`src/logic/sacf_pkg.sv`:
```
// shared constants, types and helpers of the serial frame codec
package sacf_pkg;
   localparam logic [7:0] SACF_DELIM = 8'h7E;
   localparam logic [7:0] SACF_ESC = 8'h7D;
   localparam logic [7:0] SACF_XON = 8'h11;
   localparam logic [7:0] SACF_XOFF = 8'h13;
   localparam logic [7:0] SACF_ESC_XOR = 8'h20;
   localparam logic [7:0] SACF_CSUM_BASE = 8'hFF;
   localparam logic [7:0] SACF_CSUM_GOOD = 8'hFF;
   localparam logic [7:0] SACF_TYPE_CMD = 8'h08;
   localparam logic [7:0] SACF_TYPE_CMD_RSP = 8'h88;
   localparam logic [7:0] SACF_TYPE_STATUS = 8'h8A;
   localparam logic [7:0] SACF_ERR_CSUM = 8'h01;
   localparam logic [7:0] SACF_ERR_LEN = 8'h02;
   localparam logic [7:0] SACF_ST_OK = 8'h00;
   localparam logic [7:0] SACF_NO_RSP_ID = 8'h00;
   localparam logic [7:0] SACF_LEN_HI_ZERO = 8'h00;
   localparam logic [1:0] SACF_MODE_TRANSP = 2'h0;
   localparam logic [1:0] SACF_MODE_PLAIN = 2'h1;
   localparam logic [1:0] SACF_MODE_ESC = 2'h2;
   // byte positions inside frame data
   localparam logic [15:0] SACF_POS_TYPE = 16'h0000;
   localparam logic [15:0] SACF_POS_ID = 16'h0001;
   localparam logic [15:0] SACF_POS_NAME_HI = 16'h0002;
   localparam logic [15:0] SACF_POS_NAME_LO = 16'h0003;
   localparam logic [15:0] SACF_POS_PARAM = 16'h0004;
   // positions of the serialised frame before its data
   localparam logic [3:0] SACF_TX_DELIM = 4'h0;
   localparam logic [3:0] SACF_TX_LEN_HI = 4'h1;
   localparam logic [3:0] SACF_TX_LEN_LO = 4'h2;
   localparam logic [3:0] SACF_TX_DATA = 4'h3;
   localparam int SACF_FIFO_W = 8;
   localparam int SACF_FIFO_D = 16;
   localparam int SACF_TXB_N = 8;
   localparam logic [3:0] SACF_DEV_RSP_LEN = 4'h5;
   localparam logic [3:0] SACF_DEV_STAT_LEN = 4'h2;
   localparam logic [3:0] SACF_CMD_HDR_LEN = 4'h4;
   localparam logic [2:0] SACF_MAX_PARAM = 3'h4;

   typedef enum {SACF_RX_WAIT, SACF_RX_LEN_HI, SACF_RX_LEN_LO, SACF_RX_DATA,
      SACF_RX_CSUM} sacf_rx_st_t;

   function automatic logic sacf_needs_esc(input logic [7:0] b);
      return (b == SACF_DELIM) || (b == SACF_ESC) || (b == SACF_XON) || (b == SACF_XOFF);
   endfunction
endpackage

```
`src/logic/sacf_link_if.sv`:
```
// serial byte link between host processor and device
`timescale 1ns/1ps
interface sacf_link_if;
   logic [7:0] h2d_data;
   logic h2d_valid;
   logic h2d_ready;
   logic [7:0] d2h_data;
   logic d2h_valid;
   logic d2h_ready;
   modport dev (input h2d_data, input h2d_valid, output h2d_ready,
      output d2h_data, output d2h_valid, input d2h_ready);
   modport host (output h2d_data, output h2d_valid, input h2d_ready,
      input d2h_data, input d2h_valid, output d2h_ready);
endinterface

```
`src/logic/sacf_dev_end.sv`:
```
// device end of the serial frame codec: reply framer and command capture
`timescale 1ns/1ps
module sacf_dev_end
   import sacf_pkg::*;
(
   input wire logic clk,
   input wire logic rst_n,
   sacf_link_if.dev link,
   input wire logic [1:0] host_framing_mode_select,
   input wire logic host_if_is_spi,
   output logic raw_rx_valid,
   output logic [7:0] raw_rx_data,
   output logic cmd_valid_r,
   output logic [7:0] cmd_id_r,
   output logic [15:0] cmd_name_r,
   output logic [31:0] cmd_param_r,
   output logic [2:0] cmd_param_len_r,
   output logic frame_valid_r,
   output logic [7:0] frame_type_r,
   output logic frame_err_r
);
   logic [1:0] mode_r;
   logic esc_on;
   logic rx_ready_r;
   logic db_valid;
   logic [7:0] db;
   logic [15:0] db_idx;
   logic done;
   logic ok;
   logic len_zero;
   logic [7:0] type_r;
   logic [7:0] id_r;
   logic [15:0] name_r;
   logic [31:0] param_r;
   logic [2:0] plen_r;
   logic [7:0] txb_r [SACF_TXB_N];
   logic [3:0] txn_r;
   logic tx_busy_r;
   logic [3:0] pos_r;
   logic half_r;
   logic [7:0] cur;
   logic [7:0] tsum;
   logic need_esc;
   logic fifo_in_valid;
   logic [7:0] fifo_in_data;
   logic fifo_in_ready;

   // mode is registered so reset forces transparent operation
   always_ff @(posedge clk) begin
      if (!rst_n) begin
         mode_r <= SACF_MODE_TRANSP;
      end else begin
         mode_r <= host_framing_mode_select;
      end
   end
   // spi path falls back to plain framing in mode 2
   assign esc_on = (mode_r == SACF_MODE_ESC) && !host_if_is_spi;

   // stall the host while an answer is being framed
   always_ff @(posedge clk) begin
      if (!rst_n) begin
         rx_ready_r <= 1'b0;
      end else begin
         rx_ready_r <= !tx_busy_r;
      end
   end
   assign link.h2d_ready = rx_ready_r;

   sacf_deframer u_rx (
      .clk(clk),
      .rst_n(rst_n),
      .mode(mode_r),
      .esc_on(esc_on),
      .in_fire(link.h2d_valid && rx_ready_r),
      .in_data(link.h2d_data),
      .db_valid_r(db_valid),
      .db_r(db),
      .db_idx_r(db_idx),
      .done_r(done),
      .ok_r(ok),
      .len_zero_r(len_zero),
      .raw_valid_r(raw_rx_valid),
      .raw_r(raw_rx_data)
   );

   // fields held aside until the checksum has been judged
   always_ff @(posedge clk) begin
      if (!rst_n) begin
         type_r <= '0;
         id_r <= '0;
         name_r <= '0;
         param_r <= '0;
         plen_r <= '0;
      end else if (db_valid) begin
         if (db_idx == SACF_POS_TYPE) begin
            type_r <= db;
            plen_r <= '0;
            param_r <= '0;
         end
         if (db_idx == SACF_POS_ID) id_r <= db;
         if (db_idx == SACF_POS_NAME_HI) name_r[15:8] <= db;
         if (db_idx == SACF_POS_NAME_LO) name_r[7:0] <= db;
         // parameter longer than four bytes keeps its last four
         if (db_idx >= SACF_POS_PARAM) begin
            param_r <= {param_r[23:0], db};
            if (plen_r != SACF_MAX_PARAM) plen_r <= plen_r + 3'h1;
         end
      end
   end

   always_ff @(posedge clk) begin
      if (!rst_n) begin
         cmd_valid_r <= 1'b0;
         cmd_id_r <= '0;
         cmd_name_r <= '0;
         cmd_param_r <= '0;
         cmd_param_len_r <= '0;
         frame_valid_r <= 1'b0;
         frame_type_r <= '0;
         frame_err_r <= 1'b0;
      end else begin
         cmd_valid_r <= 1'b0;
         frame_valid_r <= 1'b0;
         frame_err_r <= done && !ok;
         if (done && ok) begin
            frame_valid_r <= 1'b1;
            frame_type_r <= type_r;
            if (type_r == SACF_TYPE_CMD && db_idx >= SACF_POS_NAME_LO) begin
               cmd_valid_r <= 1'b1;
               cmd_id_r <= id_r;
               cmd_name_r <= name_r;
               cmd_param_r <= param_r;
               cmd_param_len_r <= plen_r;
            end
         end
      end
   end

   // tx byte at the current position, length never counts escapes
   always_comb begin
      tsum = '0;
      for (int i = 0; i < SACF_TXB_N; i++) begin
         if (4'(i) < txn_r) tsum = tsum + txb_r[i];
      end
      if (pos_r == SACF_TX_DELIM) cur = SACF_DELIM;
      else if (pos_r == SACF_TX_LEN_HI) cur = SACF_LEN_HI_ZERO;
      else if (pos_r == SACF_TX_LEN_LO) cur = {4'h0, txn_r};
      else if (pos_r < SACF_TX_DATA + txn_r) cur = txb_r[3'(pos_r - SACF_TX_DATA)];
      else cur = SACF_CSUM_BASE - tsum;
   end
   assign need_esc = esc_on && (pos_r != SACF_TX_DELIM) && sacf_needs_esc(cur);
   assign fifo_in_valid = tx_busy_r;
   assign fifo_in_data = (need_esc && !half_r) ? SACF_ESC :
      (need_esc ? (cur ^ SACF_ESC_XOR) : cur);

   always_ff @(posedge clk) begin
      if (!rst_n) begin
         tx_busy_r <= 1'b0;
         pos_r <= '0;
         half_r <= 1'b0;
         txn_r <= '0;
         for (int i = 0; i < SACF_TXB_N; i++) txb_r[i] <= '0;
      end else if (!tx_busy_r) begin
         if (done && !ok) begin
            txb_r[0] <= SACF_TYPE_STATUS;
            txb_r[1] <= len_zero ? SACF_ERR_LEN : SACF_ERR_CSUM;
            txn_r <= SACF_DEV_STAT_LEN;
            tx_busy_r <= 1'b1;
            pos_r <= '0;
         end else if (done && type_r == SACF_TYPE_CMD && db_idx >= SACF_POS_NAME_LO &&
               id_r != SACF_NO_RSP_ID) begin
            txb_r[0] <= SACF_TYPE_CMD_RSP;
            txb_r[1] <= id_r;
            txb_r[2] <= name_r[15:8];
            txb_r[3] <= name_r[7:0];
            txb_r[4] <= SACF_ST_OK;
            txn_r <= SACF_DEV_RSP_LEN;
            tx_busy_r <= 1'b1;
            pos_r <= '0;
         end
      end else if (fifo_in_ready) begin
         if (need_esc && !half_r) begin
            half_r <= 1'b1;
         end else begin
            half_r <= 1'b0;
            pos_r <= pos_r + 4'h1;
            if (pos_r == SACF_TX_DATA + txn_r) tx_busy_r <= 1'b0;
         end
      end
   end

   // fifo absorbs the answer so a slow host only stalls the framer
   sacf_fifo #(.W(SACF_FIFO_W), .D(SACF_FIFO_D)) u_txq (
      .clk(clk),
      .rst_n(rst_n),
      .in_valid(fifo_in_valid),
      .in_data(fifo_in_data),
      .in_ready(fifo_in_ready),
      .out_valid(link.d2h_valid),
      .out_data(link.d2h_data),
      .out_ready(link.d2h_ready)
   );
endmodule

```
`src/logic/sacf_host_end.sv`:
```
// host processor end, plus the byte fifo of the device end and the deframer both ends share
`timescale 1ns/1ps
module sacf_fifo #(
   parameter int W = 8,
   parameter int D = 16
) (
   input wire logic clk,
   input wire logic rst_n,
   input wire logic in_valid,
   input wire logic [W-1:0] in_data,
   output logic in_ready,
   output logic out_valid,
   output logic [W-1:0] out_data,
   input wire logic out_ready
);
   localparam int AW = $clog2(D);
   logic [W-1:0] mem [D];
   logic [AW-1:0] wr_ptr_r;
   logic [AW-1:0] rd_ptr_r;
   logic [AW:0] cnt_r;
   logic wr_en;
   logic rd_en;

   assign in_ready = (cnt_r != (AW+1)'(D));
   assign out_valid = (cnt_r != '0);
   assign out_data = mem[rd_ptr_r];
   assign wr_en = in_valid && in_ready;
   assign rd_en = out_valid && out_ready;

   always_ff @(posedge clk) begin
      if (wr_en) begin
         mem[wr_ptr_r] <= in_data;
      end
   end

   always_ff @(posedge clk) begin
      if (!rst_n) begin
         wr_ptr_r <= '0;
         rd_ptr_r <= '0;
         cnt_r <= '0;
      end else begin
         if (wr_en) begin
            wr_ptr_r <= (wr_ptr_r == AW'(D - 1)) ? '0 : wr_ptr_r + 1'b1;
         end
         if (rd_en) begin
            rd_ptr_r <= (rd_ptr_r == AW'(D - 1)) ? '0 : rd_ptr_r + 1'b1;
         end
         cnt_r <= cnt_r + (AW+1)'(wr_en) - (AW+1)'(rd_en);
      end
   end
endmodule

module sacf_deframer
   import sacf_pkg::*;
(
   input wire logic clk,
   input wire logic rst_n,
   input wire logic [1:0] mode,
   input wire logic esc_on,
   input wire logic in_fire,
   input wire logic [7:0] in_data,
   output logic db_valid_r,
   output logic [7:0] db_r,
   output logic [15:0] db_idx_r,
   output logic done_r,
   output logic ok_r,
   output logic len_zero_r,
   output logic raw_valid_r,
   output logic [7:0] raw_r
);
   sacf_rx_st_t st_r;
   logic esc_r;
   logic [15:0] len_r;
   logic [15:0] cnt_r;
   logic [7:0] sum_r;
   logic [7:0] b_un;
   logic [7:0] sum_fin;

   assign b_un = esc_r ? (in_data ^ SACF_ESC_XOR) : in_data;
   assign sum_fin = sum_r + b_un;

   always_ff @(posedge clk) begin
      if (!rst_n) begin
         st_r <= SACF_RX_WAIT;
         esc_r <= 1'b0;
         len_r <= '0;
         cnt_r <= '0;
         sum_r <= '0;
         db_valid_r <= 1'b0;
         db_r <= '0;
         db_idx_r <= '0;
         done_r <= 1'b0;
         ok_r <= 1'b0;
         len_zero_r <= 1'b0;
         raw_valid_r <= 1'b0;
         raw_r <= '0;
      end else begin
         db_valid_r <= 1'b0;
         done_r <= 1'b0;
         raw_valid_r <= 1'b0;
         if (in_fire) begin
            if (mode == SACF_MODE_TRANSP) begin
               raw_valid_r <= 1'b1;
               raw_r <= in_data;
               st_r <= SACF_RX_WAIT;
               esc_r <= 1'b0;
            end else if (esc_on && st_r != SACF_RX_WAIT && in_data == SACF_DELIM) begin
               // partial frame dropped without any answer
               st_r <= SACF_RX_LEN_HI;
               esc_r <= 1'b0;
            end else if (esc_on && !esc_r && in_data == SACF_ESC) begin
               esc_r <= 1'b1;
            end else begin
               esc_r <= 1'b0;
               unique case (st_r)
                  SACF_RX_WAIT: begin
                     if (in_data == SACF_DELIM) begin
                        st_r <= SACF_RX_LEN_HI;
                     end
                  end
                  SACF_RX_LEN_HI: begin
                     len_r <= {b_un, 8'h00};
                     st_r <= SACF_RX_LEN_LO;
                  end
                  SACF_RX_LEN_LO: begin
                     len_r <= {len_r[15:8], b_un};
                     cnt_r <= '0;
                     sum_r <= '0;
                     st_r <= ({len_r[15:8], b_un} == '0) ? SACF_RX_CSUM : SACF_RX_DATA;
                  end
                  SACF_RX_DATA: begin
                     sum_r <= sum_fin;
                     db_valid_r <= 1'b1;
                     db_r <= b_un;
                     db_idx_r <= cnt_r;
                     cnt_r <= cnt_r + 16'h0001;
                     if (cnt_r == len_r - 16'h0001) begin
                        st_r <= SACF_RX_CSUM;
                     end
                  end
                  SACF_RX_CSUM: begin
                     done_r <= 1'b1;
                     ok_r <= (sum_fin == SACF_CSUM_GOOD) && (len_r != '0);
                     len_zero_r <= (len_r == '0);
                     st_r <= SACF_RX_WAIT;
                  end
               endcase
            end
         end
      end
   end
endmodule


```
`src/flat_wrapper.sv`:
```
// flat-port wrapper written by rule: the top's interface ports become plain ports
module sacf_dev_end_flat import sacf_pkg::*;
  (clk, rst_n, host_framing_mode_select, host_if_is_spi, raw_rx_valid, raw_rx_data, cmd_valid_r, cmd_id_r, cmd_name_r, cmd_param_r, cmd_param_len_r, frame_valid_r, frame_type_r, frame_err_r, link_h2d_data, link_h2d_valid, link_h2d_ready, link_d2h_data, link_d2h_valid, link_d2h_ready);
  sacf_link_if link_i ();
  input wire logic clk;
  input wire logic rst_n;
  input wire logic [1:0] host_framing_mode_select;
  input wire logic host_if_is_spi;
  output logic raw_rx_valid;
  output logic [7:0] raw_rx_data;
  output logic cmd_valid_r;
  output logic [7:0] cmd_id_r;
  output logic [15:0] cmd_name_r;
  output logic [31:0] cmd_param_r;
  output logic [2:0] cmd_param_len_r;
  output logic frame_valid_r;
  output logic [7:0] frame_type_r;
  output logic frame_err_r;
  input wire logic [$bits(link_i.h2d_data)-1:0] link_h2d_data;
  input wire logic [$bits(link_i.h2d_valid)-1:0] link_h2d_valid;
  output wire logic [$bits(link_i.h2d_ready)-1:0] link_h2d_ready;
  output wire logic [$bits(link_i.d2h_data)-1:0] link_d2h_data;
  output wire logic [$bits(link_i.d2h_valid)-1:0] link_d2h_valid;
  input wire logic [$bits(link_i.d2h_ready)-1:0] link_d2h_ready;
  assign link_i.h2d_data = link_h2d_data;
  assign link_i.h2d_valid = link_h2d_valid;
  assign link_h2d_ready = link_i.h2d_ready;
  assign link_d2h_data = link_i.d2h_data;
  assign link_d2h_valid = link_i.d2h_valid;
  assign link_i.d2h_ready = link_d2h_ready;
  sacf_dev_end u_core (.clk(clk), .rst_n(rst_n), .link(link_i), .host_framing_mode_select(host_framing_mode_select), .host_if_is_spi(host_if_is_spi), .raw_rx_valid(raw_rx_valid), .raw_rx_data(raw_rx_data), .cmd_valid_r(cmd_valid_r), .cmd_id_r(cmd_id_r), .cmd_name_r(cmd_name_r), .cmd_param_r(cmd_param_r), .cmd_param_len_r(cmd_param_len_r), .frame_valid_r(frame_valid_r), .frame_type_r(frame_type_r), .frame_err_r(frame_err_r));
endmodule
```
`config.mk`:
```
export PLATFORM = sky130hd
export DESIGN_NAME = sacf_dev_end_flat
export DESIGN_NICKNAME = d
export VERILOG_FILES = /design/src/logic/sacf_pkg.sv /design/src/logic/sacf_link_if.sv /design/src/logic/sacf_dev_end.sv /design/src/logic/sacf_host_end.sv /design/src/flat_wrapper.sv
export SDC_FILE = /design/constraint.sdc
export NUM_CORES = 1
export LEC_CHECK = 0
export BUFFER_PORTS_ARGS = -buffer_cell sky130_fd_sc_hd__buf_2
export CAP_MARGIN = 30
export CORE_MARGIN = 1.5
export CORE_UTILIZATION = 52
export CTS_CLUSTER_DIAMETER = 200
export DETAILED_ROUTE_END_ITERATION = 16
export PLACE_DENSITY = 0.79
export SETUP_SLACK_MARGIN = 0.3
export SYNTH_ARGS = -nofsm -noshare
export SYNTH_HDL_FRONTEND = slang
export SYNTH_SLANG_ARGS = --single-unit
export TNS_END_PERCENT = 50
```
`constraint.sdc`:
```
create_clock -name clk -period 8.4 [get_ports clk]
set_input_delay 1.68 -clock clk [delete_from_list [all_inputs] [get_ports clk]]
set_output_delay 1.68 -clock clk [all_outputs]
set_load 0.05 [all_outputs]
```
=== Yosys cells after proc, flatten, opt, wreduce, memory -nomap -nowiden ===
Memories as Yosys holds them, arrays and structs flattened. A register that Yosys moved wholly into a read port is not among the register bits.
Cells that the tools add are included.
Widths: inputs -> output; s select.

* Register bits after elaboration: 273
* RAM bits: 192
* Input port bits: 15
* Logic and storage cells: 250
* Memories: 2

{| class="wikitable"
|+ Memories
! memory !! depth !! bits a word !! read ports !! clocked after Yosys merged registers in !! write ports !! RTL line !! source
|-
| u_core.u_txq.mem || 16 || 8 || 1 || 1 || 1 || sacf_host_end.sv:17 || <nowiki>logic [W-1:0] mem [D];</nowiki>
|-
| u_core.txb_r || 8 || 8 || 9 || 0 || 8 || sacf_dev_end.sv:36 || <nowiki>logic [7:0] txb_r [SACF_TXB_N];</nowiki>
|}

* Add/subtract/negate cells: 19
* $lt $le $gt $ge: 11
* Equality and inequality tests: 29
* Muxes and demuxes: 75
* Bitwise gates (word level): 16
* Reduce and logical (&&, ||, !) cells: 61

{| class="wikitable"
|+ Operators with widths
! cell !! count
|-
| $mux 32 || 7
|-
| $mux 8 || 20
|-
| $pmux 32 s5 || 1
|-
| $add 8x8->8 || 8
|-
| $eq 32x2->1 const B || 2
|-
| $pmux 16 s2 || 2
|-
| $logic_not 16->1 || 3
|-
| $mux 4 || 11
|-
| $eq 16x2->1 const B || 2
|-
| $eq 32x1->1 const B || 1
|-
| $eq 32x3->1 const B || 1
|-
| $eq 8x7->1 const B || 4
|-
| $logic_not 32->1 || 1
|-
| $reduce_bool 32->1 || 1
|-
| $mux 1 || 26
|-
| $reduce_and 2->1 || 11
|-
| $reduce_and 5->1 || 4
|-
| $logic_and 1x1->1 || 18
|-
| $add 16x1->16 const B || 1
|-
| $eq 16x1->1 const B || 1
|-
| $eq 16x16->1 || 1
|-
| $eq 8x5->1 const B || 2
|-
| $ge 16x2->1 const B || 1
|-
| $ge 16x3->1 const B || 1
|-
| 43 further kinds || 81
|}

=== Longest topological paths before layout ===
* Word-level depth: 30
* Gate-level depth with buffers: 28

=== Cells and area by module ===
A second synthesis with hierarchy kept.

* Cells, all modules: 1767
* Area total of the unflattened synthesis: 18649.1 sq um

{| class="wikitable"
|+ Modules (own cells, without submodules)
! module !! instances !! cells each !! area an instance (sq um) !! seq. area each (sq um)
|-
| sacf_dev_end || 1 || 972 || 8568.2 || 3733.6
|-
| sacf_fifo || 1 || 307 || 5844.4 || 4184.0
|-
| sacf_deframer || 1 || 488 || 4236.6 || 1621.6
|}

=== Least setup slack after synthesis ===
OpenSTA, ideal clock, no wires.

* Kind: register to register
* Start: reg u_core.txn_r[0]
* End: mem u_core.u_txq.mem[0][5] (data pin)
* Library setup time: 0.340 ns
* Arrival time: 5.714 ns
* Path slack: 2.346 ns
* Stages on the path, launching flop included: 25
* Clock period less this slack: 6.054 ns
* Cell sequence: dfxtp_1 clkinv_1 ha_1 clkbuf_1 nor2b_1 ha_1 ha_1 a21oi_1 or3_1 a21oi_1 ha_1 nand3b_1 nor4_1 a2111oi_0 xnor2_1 nand2_1 nand2_1 ha_1 o41ai_1 mux2i_1 xnor2_1 xnor2_1 a311oi_1 nor2b_1 a211oi_1

* Cells in the longest elaborated chain, start to end: 28

{| class="wikitable"
|+ RTL lines
! what !! RTL line !! source
|-
| from (decl) || sacf_dev_end.sv:37 || <nowiki>logic [3:0] txn_r;</nowiki>
|-
| from (signal assigned) || sacf_dev_end.sv:161 || <nowiki>txn_r <= '0;</nowiki>
|-
| from (signal assigned) || sacf_dev_end.sv:167 || <nowiki>txn_r <= SACF_DEV_STAT_LEN;</nowiki>
|-
| from (signal assigned) || sacf_dev_end.sv:177 || <nowiki>txn_r <= SACF_DEV_RSP_LEN;</nowiki>
|-
| $lt 1x4->1 || sacf_dev_end.sv:143 || <nowiki>if (4'(i) < txn_r) tsum = tsum + txb_r[i];</nowiki>
|-
| $mux 8 || sacf_dev_end.sv:143 ||
|-
| $add 8x8->8 || sacf_dev_end.sv:143 ||
|-
| $mux 8 || sacf_dev_end.sv:143 ||
|-
| $add 8x8->8 || sacf_dev_end.sv:143 ||
|-
| $mux 8 || sacf_dev_end.sv:143 ||
|-
| $add 8x8->8 || sacf_dev_end.sv:143 ||
|-
| $mux 8 || sacf_dev_end.sv:143 ||
|-
| [... 11 more ...] || n/a ||
|-
| $mux 8 (*) || sacf_dev_end.sv:146 || <nowiki>else if (pos_r == SACF_TX_LEN_HI) cur = SACF_LEN_HI_ZERO;</nowiki>
|-
| $mux 8 (*) || sacf_dev_end.sv:145 || <nowiki>if (pos_r == SACF_TX_DELIM) cur = SACF_DELIM;</nowiki>
|-
| $eq 8x7->1 || sacf_pkg.sv:44 || <nowiki>return (b == SACF_DELIM) || (b == SACF_ESC) || (b == SACF_XON) || (b == SACF_XOFF);</nowiki>
|-
| $logic_or 1x1->1 (3 in series) || sacf_pkg.sv:44 ||
|-
| $logic_and 1x1->1 || sacf_dev_end.sv:151 || <nowiki>assign need_esc = esc_on && (pos_r != SACF_TX_DELIM) && sacf_needs_esc(cur);</nowiki>
|-
| $mux 6 or $logic_and 1x1->1 (tied branches) || sacf_dev_end.sv:154, sacf_dev_end.sv:153 ||
|-
| $mux 8 (*) || sacf_dev_end.sv:153 || <nowiki>assign fifo_in_data = (need_esc && !half_r) ? SACF_ESC :</nowiki>
|-
| via u_core.fifo_in_data[5] || sacf_dev_end.sv:45 || <nowiki>logic [7:0] fifo_in_data;</nowiki>
|-
| to (decl) || sacf_host_end.sv:17 ||
|}

The timed path passes the listed nets; every way through them passes the cells marked *.

=== Worst setup path in the final report ===
* Start: reg u_core.txn_r[0]
* End: mem u_core.u_txq.mem[7][0] (data pin)

* Cells in the longest elaborated chain, start to end: 28

{| class="wikitable"
|+ RTL lines
! what !! RTL line
|-
| $lt 1x4->1 || sacf_dev_end.sv:143
|-
| $mux 8 || sacf_dev_end.sv:143
|-
| $add 8x8->8 || sacf_dev_end.sv:143
|-
| $mux 8 || sacf_dev_end.sv:143
|-
| $add 8x8->8 || sacf_dev_end.sv:143
|-
| $mux 8 || sacf_dev_end.sv:143
|-
| $add 8x8->8 || sacf_dev_end.sv:143
|-
| $mux 8 || sacf_dev_end.sv:143
|-
| [... 11 more ...] || n/a
|-
| $mux 8 (*) || sacf_dev_end.sv:146
|-
| $mux 8 (*) || sacf_dev_end.sv:145
|-
| $eq 8x7->1 || sacf_pkg.sv:44
|-
| $logic_or 1x1->1 (3 in series) || sacf_pkg.sv:44
|-
| $logic_and 1x1->1 || sacf_dev_end.sv:151
|-
| $logic_and 1x1->1 || sacf_dev_end.sv:153
|-
| $mux 8 (*) || sacf_dev_end.sv:153
|-
| via u_core.fifo_in_data[0] || sacf_dev_end.sv:45
|}

Marks and branches as above.

==> flow_summary.json <==
{
  "cts.clk_slew.worst_paths_ns": 0.06,
  "start_util": 0.5289,
  "yosys_most_used_dff": "dfxtp_1",
  "die_x_microns": 187.7,
  "slew_violations": 0,
  "required_ns": 8.65,
  "yosys.area_share.simple": 0.1777,
  "synth_most_common_cell": "nand2_1",
  "crit_chain": "clkinv_1 > ha_1 > nor2b_1 > ha_1 > ha_1 > a21oi_1 > or3_1 > a21oi_1 > ha_1 > nand3b_1 > nor4_1 > a2111oi_0 > xnor2_1 > nand2_1 > nand2_1 > ha_1 > o41ai_1 > mux2i_1 > xnor2_1 > xnor2_1 > a311oi_1 > nor4b_2 > buf_4 > nand2b_1",
  "crit_arrival_ns": 7.11,
  "nFillCells": 2748,
  "cap_violations": 0,
  "numCtsBuffers": 39,
  "tightest_slew_ns": 1.023,
  "power_leakage_nw": 7.402,
  "slowest_stage": "dfxtp_1",
  "cts_tree": "yes",
  "nets": 1877,
  "grt_pass1_vias": 12840,
  "io-pin-count": 104,
  "yosys.area.top_type": "dfxtp_1",
  "dpl.hpwl_microns": 29010,
  "ys_types": 67,
  "synth_edf_count": 153,
  "cts_resized": 0,
  "cts.htree.levels": 2,
  "crit_top_cell": "ha_1",
  "die-area_sq_um": 35220,
  "drt_pass1_iterations": 6,
  "vias": 13270,
  "drt_wl_total_microns": 43230,
  "synth_top_area_frac": 0.2788,
  "clock_latency_ns": 0.55,
  "yosys-top-cells-count": "282 x nand2_1, 247 x dfxtp_1, 187 x a21oi_1",
  "period_minus_slack_ns": 6.860,
  "root_buffer": "clkbuf_16",
  "synthArstFlopShare": 0,
  "finalCritPeriodShare": 0.8167,
  "track_usage": 0.2431,
  "avgSynthCellArea_sq_um": 10.21,
  "vdd_drop_max_mv": 0.1531,
  "multi_input_area_sq_um": 7714,
  "startpoint_type": "flip-flop",
  "ys_seq_elements": 400,
  "powerDensity_nw_per_um2": 210.9,
  "synth_top_family_by_area": "simple AND/OR/NAND/NOR gates",
  "setup_violations": 0,
  "path_buf_inv": 2,
  "fmax_ghz": 0.1458,
  "syn_inst": 1737,
  "max_slew_margin": 0.3156,
  "drive_above_1_share": 0.1427,
  "status": "completed",
  "ys_warn_count": 0,
  "ff2ff_setup_slack_ns": 1.54,
  "syn_nets": 1807,
  "post-route-drc-count": 0,
  "synth_area_sq_um": 17740,
  "rsz0062_at_grt": "false",
  "die_height_microns": 187.7,
  "grt_max_degree": 102,
  "fin_skew_ns": 0.02722,
  "cts_hold_buf": 0,
  "gp_congestion": 0.8935,
  "postRouteAntennaNets": 0,
  "vias_per_cell": 5.808,
  "antenna_found_initial": 1,
  "crit_start": "u_core.txn_r[0]",
  "synth-compound-area-share": 0.1006,
  "grt_pass1_wl_microns": 68650,
  "critical_path_peak_fanout": 16,
  "crit_path_end_kind": "flip-flop",
  "cts.sink_count": 400,
  "io_buffer_count": 103,
  "crit_family": "compound AO/OA/AOI/OAI gates",
  "routedWlPerCell_microns": 18.92,
  "cts_setup_buffers": 0,
  "fin_tns_setup_ns": 0,
  "regToRegStartpoint": "u_core.txn_r[0]",
  "grt_overflow": 0,
  "regArea_sq_um": 9542,
  "slowest_delay_ns": 0.65,
  "layout-area-overhead-vs-synth_pct": 12.80,
  "yosys.area_share.adder": 0.04049,
  "yosys.area_share.xor_xnor": 0.03210,
  "synthTopCellsByArea": "dfxtp_1 28%, edfxtp_1 26%, nand2_1 6.0%",
  "rows": 67,
  "path_class": "reg2reg",
  "clockBufferDepth": 3,
  "hold_path_class": "reg2reg",
  "placed_area_sq_um": 18670,
  "design_area_sq_um": 20010,
  "core-area_sq_um": 33530,
  "synthMuxAreaShare": 0.08247,
  "hold_viol_final": 0,
  "hp-start": "u_core.cmd_id_r[1]",
  "drtIter0Drc": 1306,
  "synth_seq_area_share": 0.5378
}
registers in the layout (all words and copies together) (netlist names), 3 cells and up, named ones only:
name	flops
u_core.txb_r	26
u_core.u_txq.wr_ptr_r	4
u_core.u_txq.rd_ptr_r	4
u_core.u_rx.raw_r	8
u_core.u_rx.sum_r	8
u_core.u_rx.len_r	16
u_core.u_rx.db_r	8
u_core.cmd_param_r	32
u_core.param_r	32
u_core.id_r	8
u_core.name_r	16
u_core.u_rx.st_r	3
u_core.u_txq.mem	128
u_core.cmd_param_len_r	3
u_core.type_r	8
u_core.u_rx.db_idx_r	16
u_core.cmd_name_r	16
u_core.u_rx.cnt_r	16
u_core.plen_r	3
u_core.frame_type_r	8
u_core.cmd_id_r	8
u_core.u_txq.cnt_r	5
u_core.pos_r	4
layout make-up:
class,count,area share
Multi-Input combinational cell,1204,0.3856
Inverter,35,0.006817
Timing Repair Buffer,127,0.03759
Tap cell,448,0.02802
Sequential cell,400,0.4769
Antenna cell,1,0.0001251
Clock inverter,18,0.01069
Clock buffer,52,0.05428
cell families after synthesis:
family                     count (synthesis)
and+or+nand+nor                          683
DFF                                      400
AOI/OAI and AO/OA                        309
buffers and inverters                    133
muxes                                     92
xor gates and xnor gates                  65
adders and majority gates                 55
placed cells by master, fill, tap and decap left out, types with 9 or more instances in the layout:
master,count
inv_1,32
mux2i_1,46
or3_1,10
nor2_1,152
xor2_1,34
nor2b_1,9
mux4_2,43
nand2_1,281
nand3_1,77
a22oi_1,10
and2_1,32
buf_4,18
nand2b_1,16
clkbuf_16,40
xnor2_1,31
buf_2,103
a211oi_1,15
nand4_1,13
nor4_1,18
o21ai_0,34
edfxtp_1,153
a21oi_1,187
dfxtp_1,245
nor3_1,21
ha_1,51
nor3b_1,13
where the power goes:
part / total, mW / leakage, nW / internal, mW / switching [mW]
registers: 2.06 / 3.39 / 2.03 / 0.0378
clock network: 1.78 / 0.633 / 1.04 / 0.746
logic: 0.372 / 3.38 / 0.162 / 0.210
worst min-delay path, delay by kind of cell, from the launching register on:
kind             cells  cell delay (ns)
AO/OA/AOI/OAI        1             0.05
AND/OR/NAND/NOR      1             0.05
flip-flops           1             0.31
worst paths after layout:
check | endpoint | cells past startpoint
worst max-delay path | u_core.u_txq.mem[7][0] | 24
worst max register to register | u_core.u_txq.mem[7][0] | 24
worst min-delay path | u_core.cmd_id_r[1] | 2
worst min register to register | u_core.cmd_id_r[1] | 2
layer usage:
metal / wire, microns / track usage / up-vias
li1: - / - / 6316
met1: 17970 / 0.3136 / 6384
met2: 21130 / 0.4111 / 477
met3: 2837 / 0.04511 / 95
met4: 1286 / 0.08431 / 0
met5: 0 / 0 / -
through the flow:
step | power [mW] | instances | util | setup slack (ns) | hold slack [ns]
final | 4.220 | 2285 | 0.5966 | 1.540 | 0.4541
after CTS | 4.244 | 2279 | 0.5954 | 1.616 | 0.4544
after global routing | 4.347 | 2284 | 0.5966 | 0.9441 | 0.4672
after global placement | 2.461 | 2202 | 0.5534 | 1.977 | 0.4378
after detailed placement | 2.480 | 2209 | 0.5567 | 1.695 | 0.4455
after floorplan | 2.392 | 1737 | - | 2.346 | 0.4321
(Power assumes the default switching activity.)
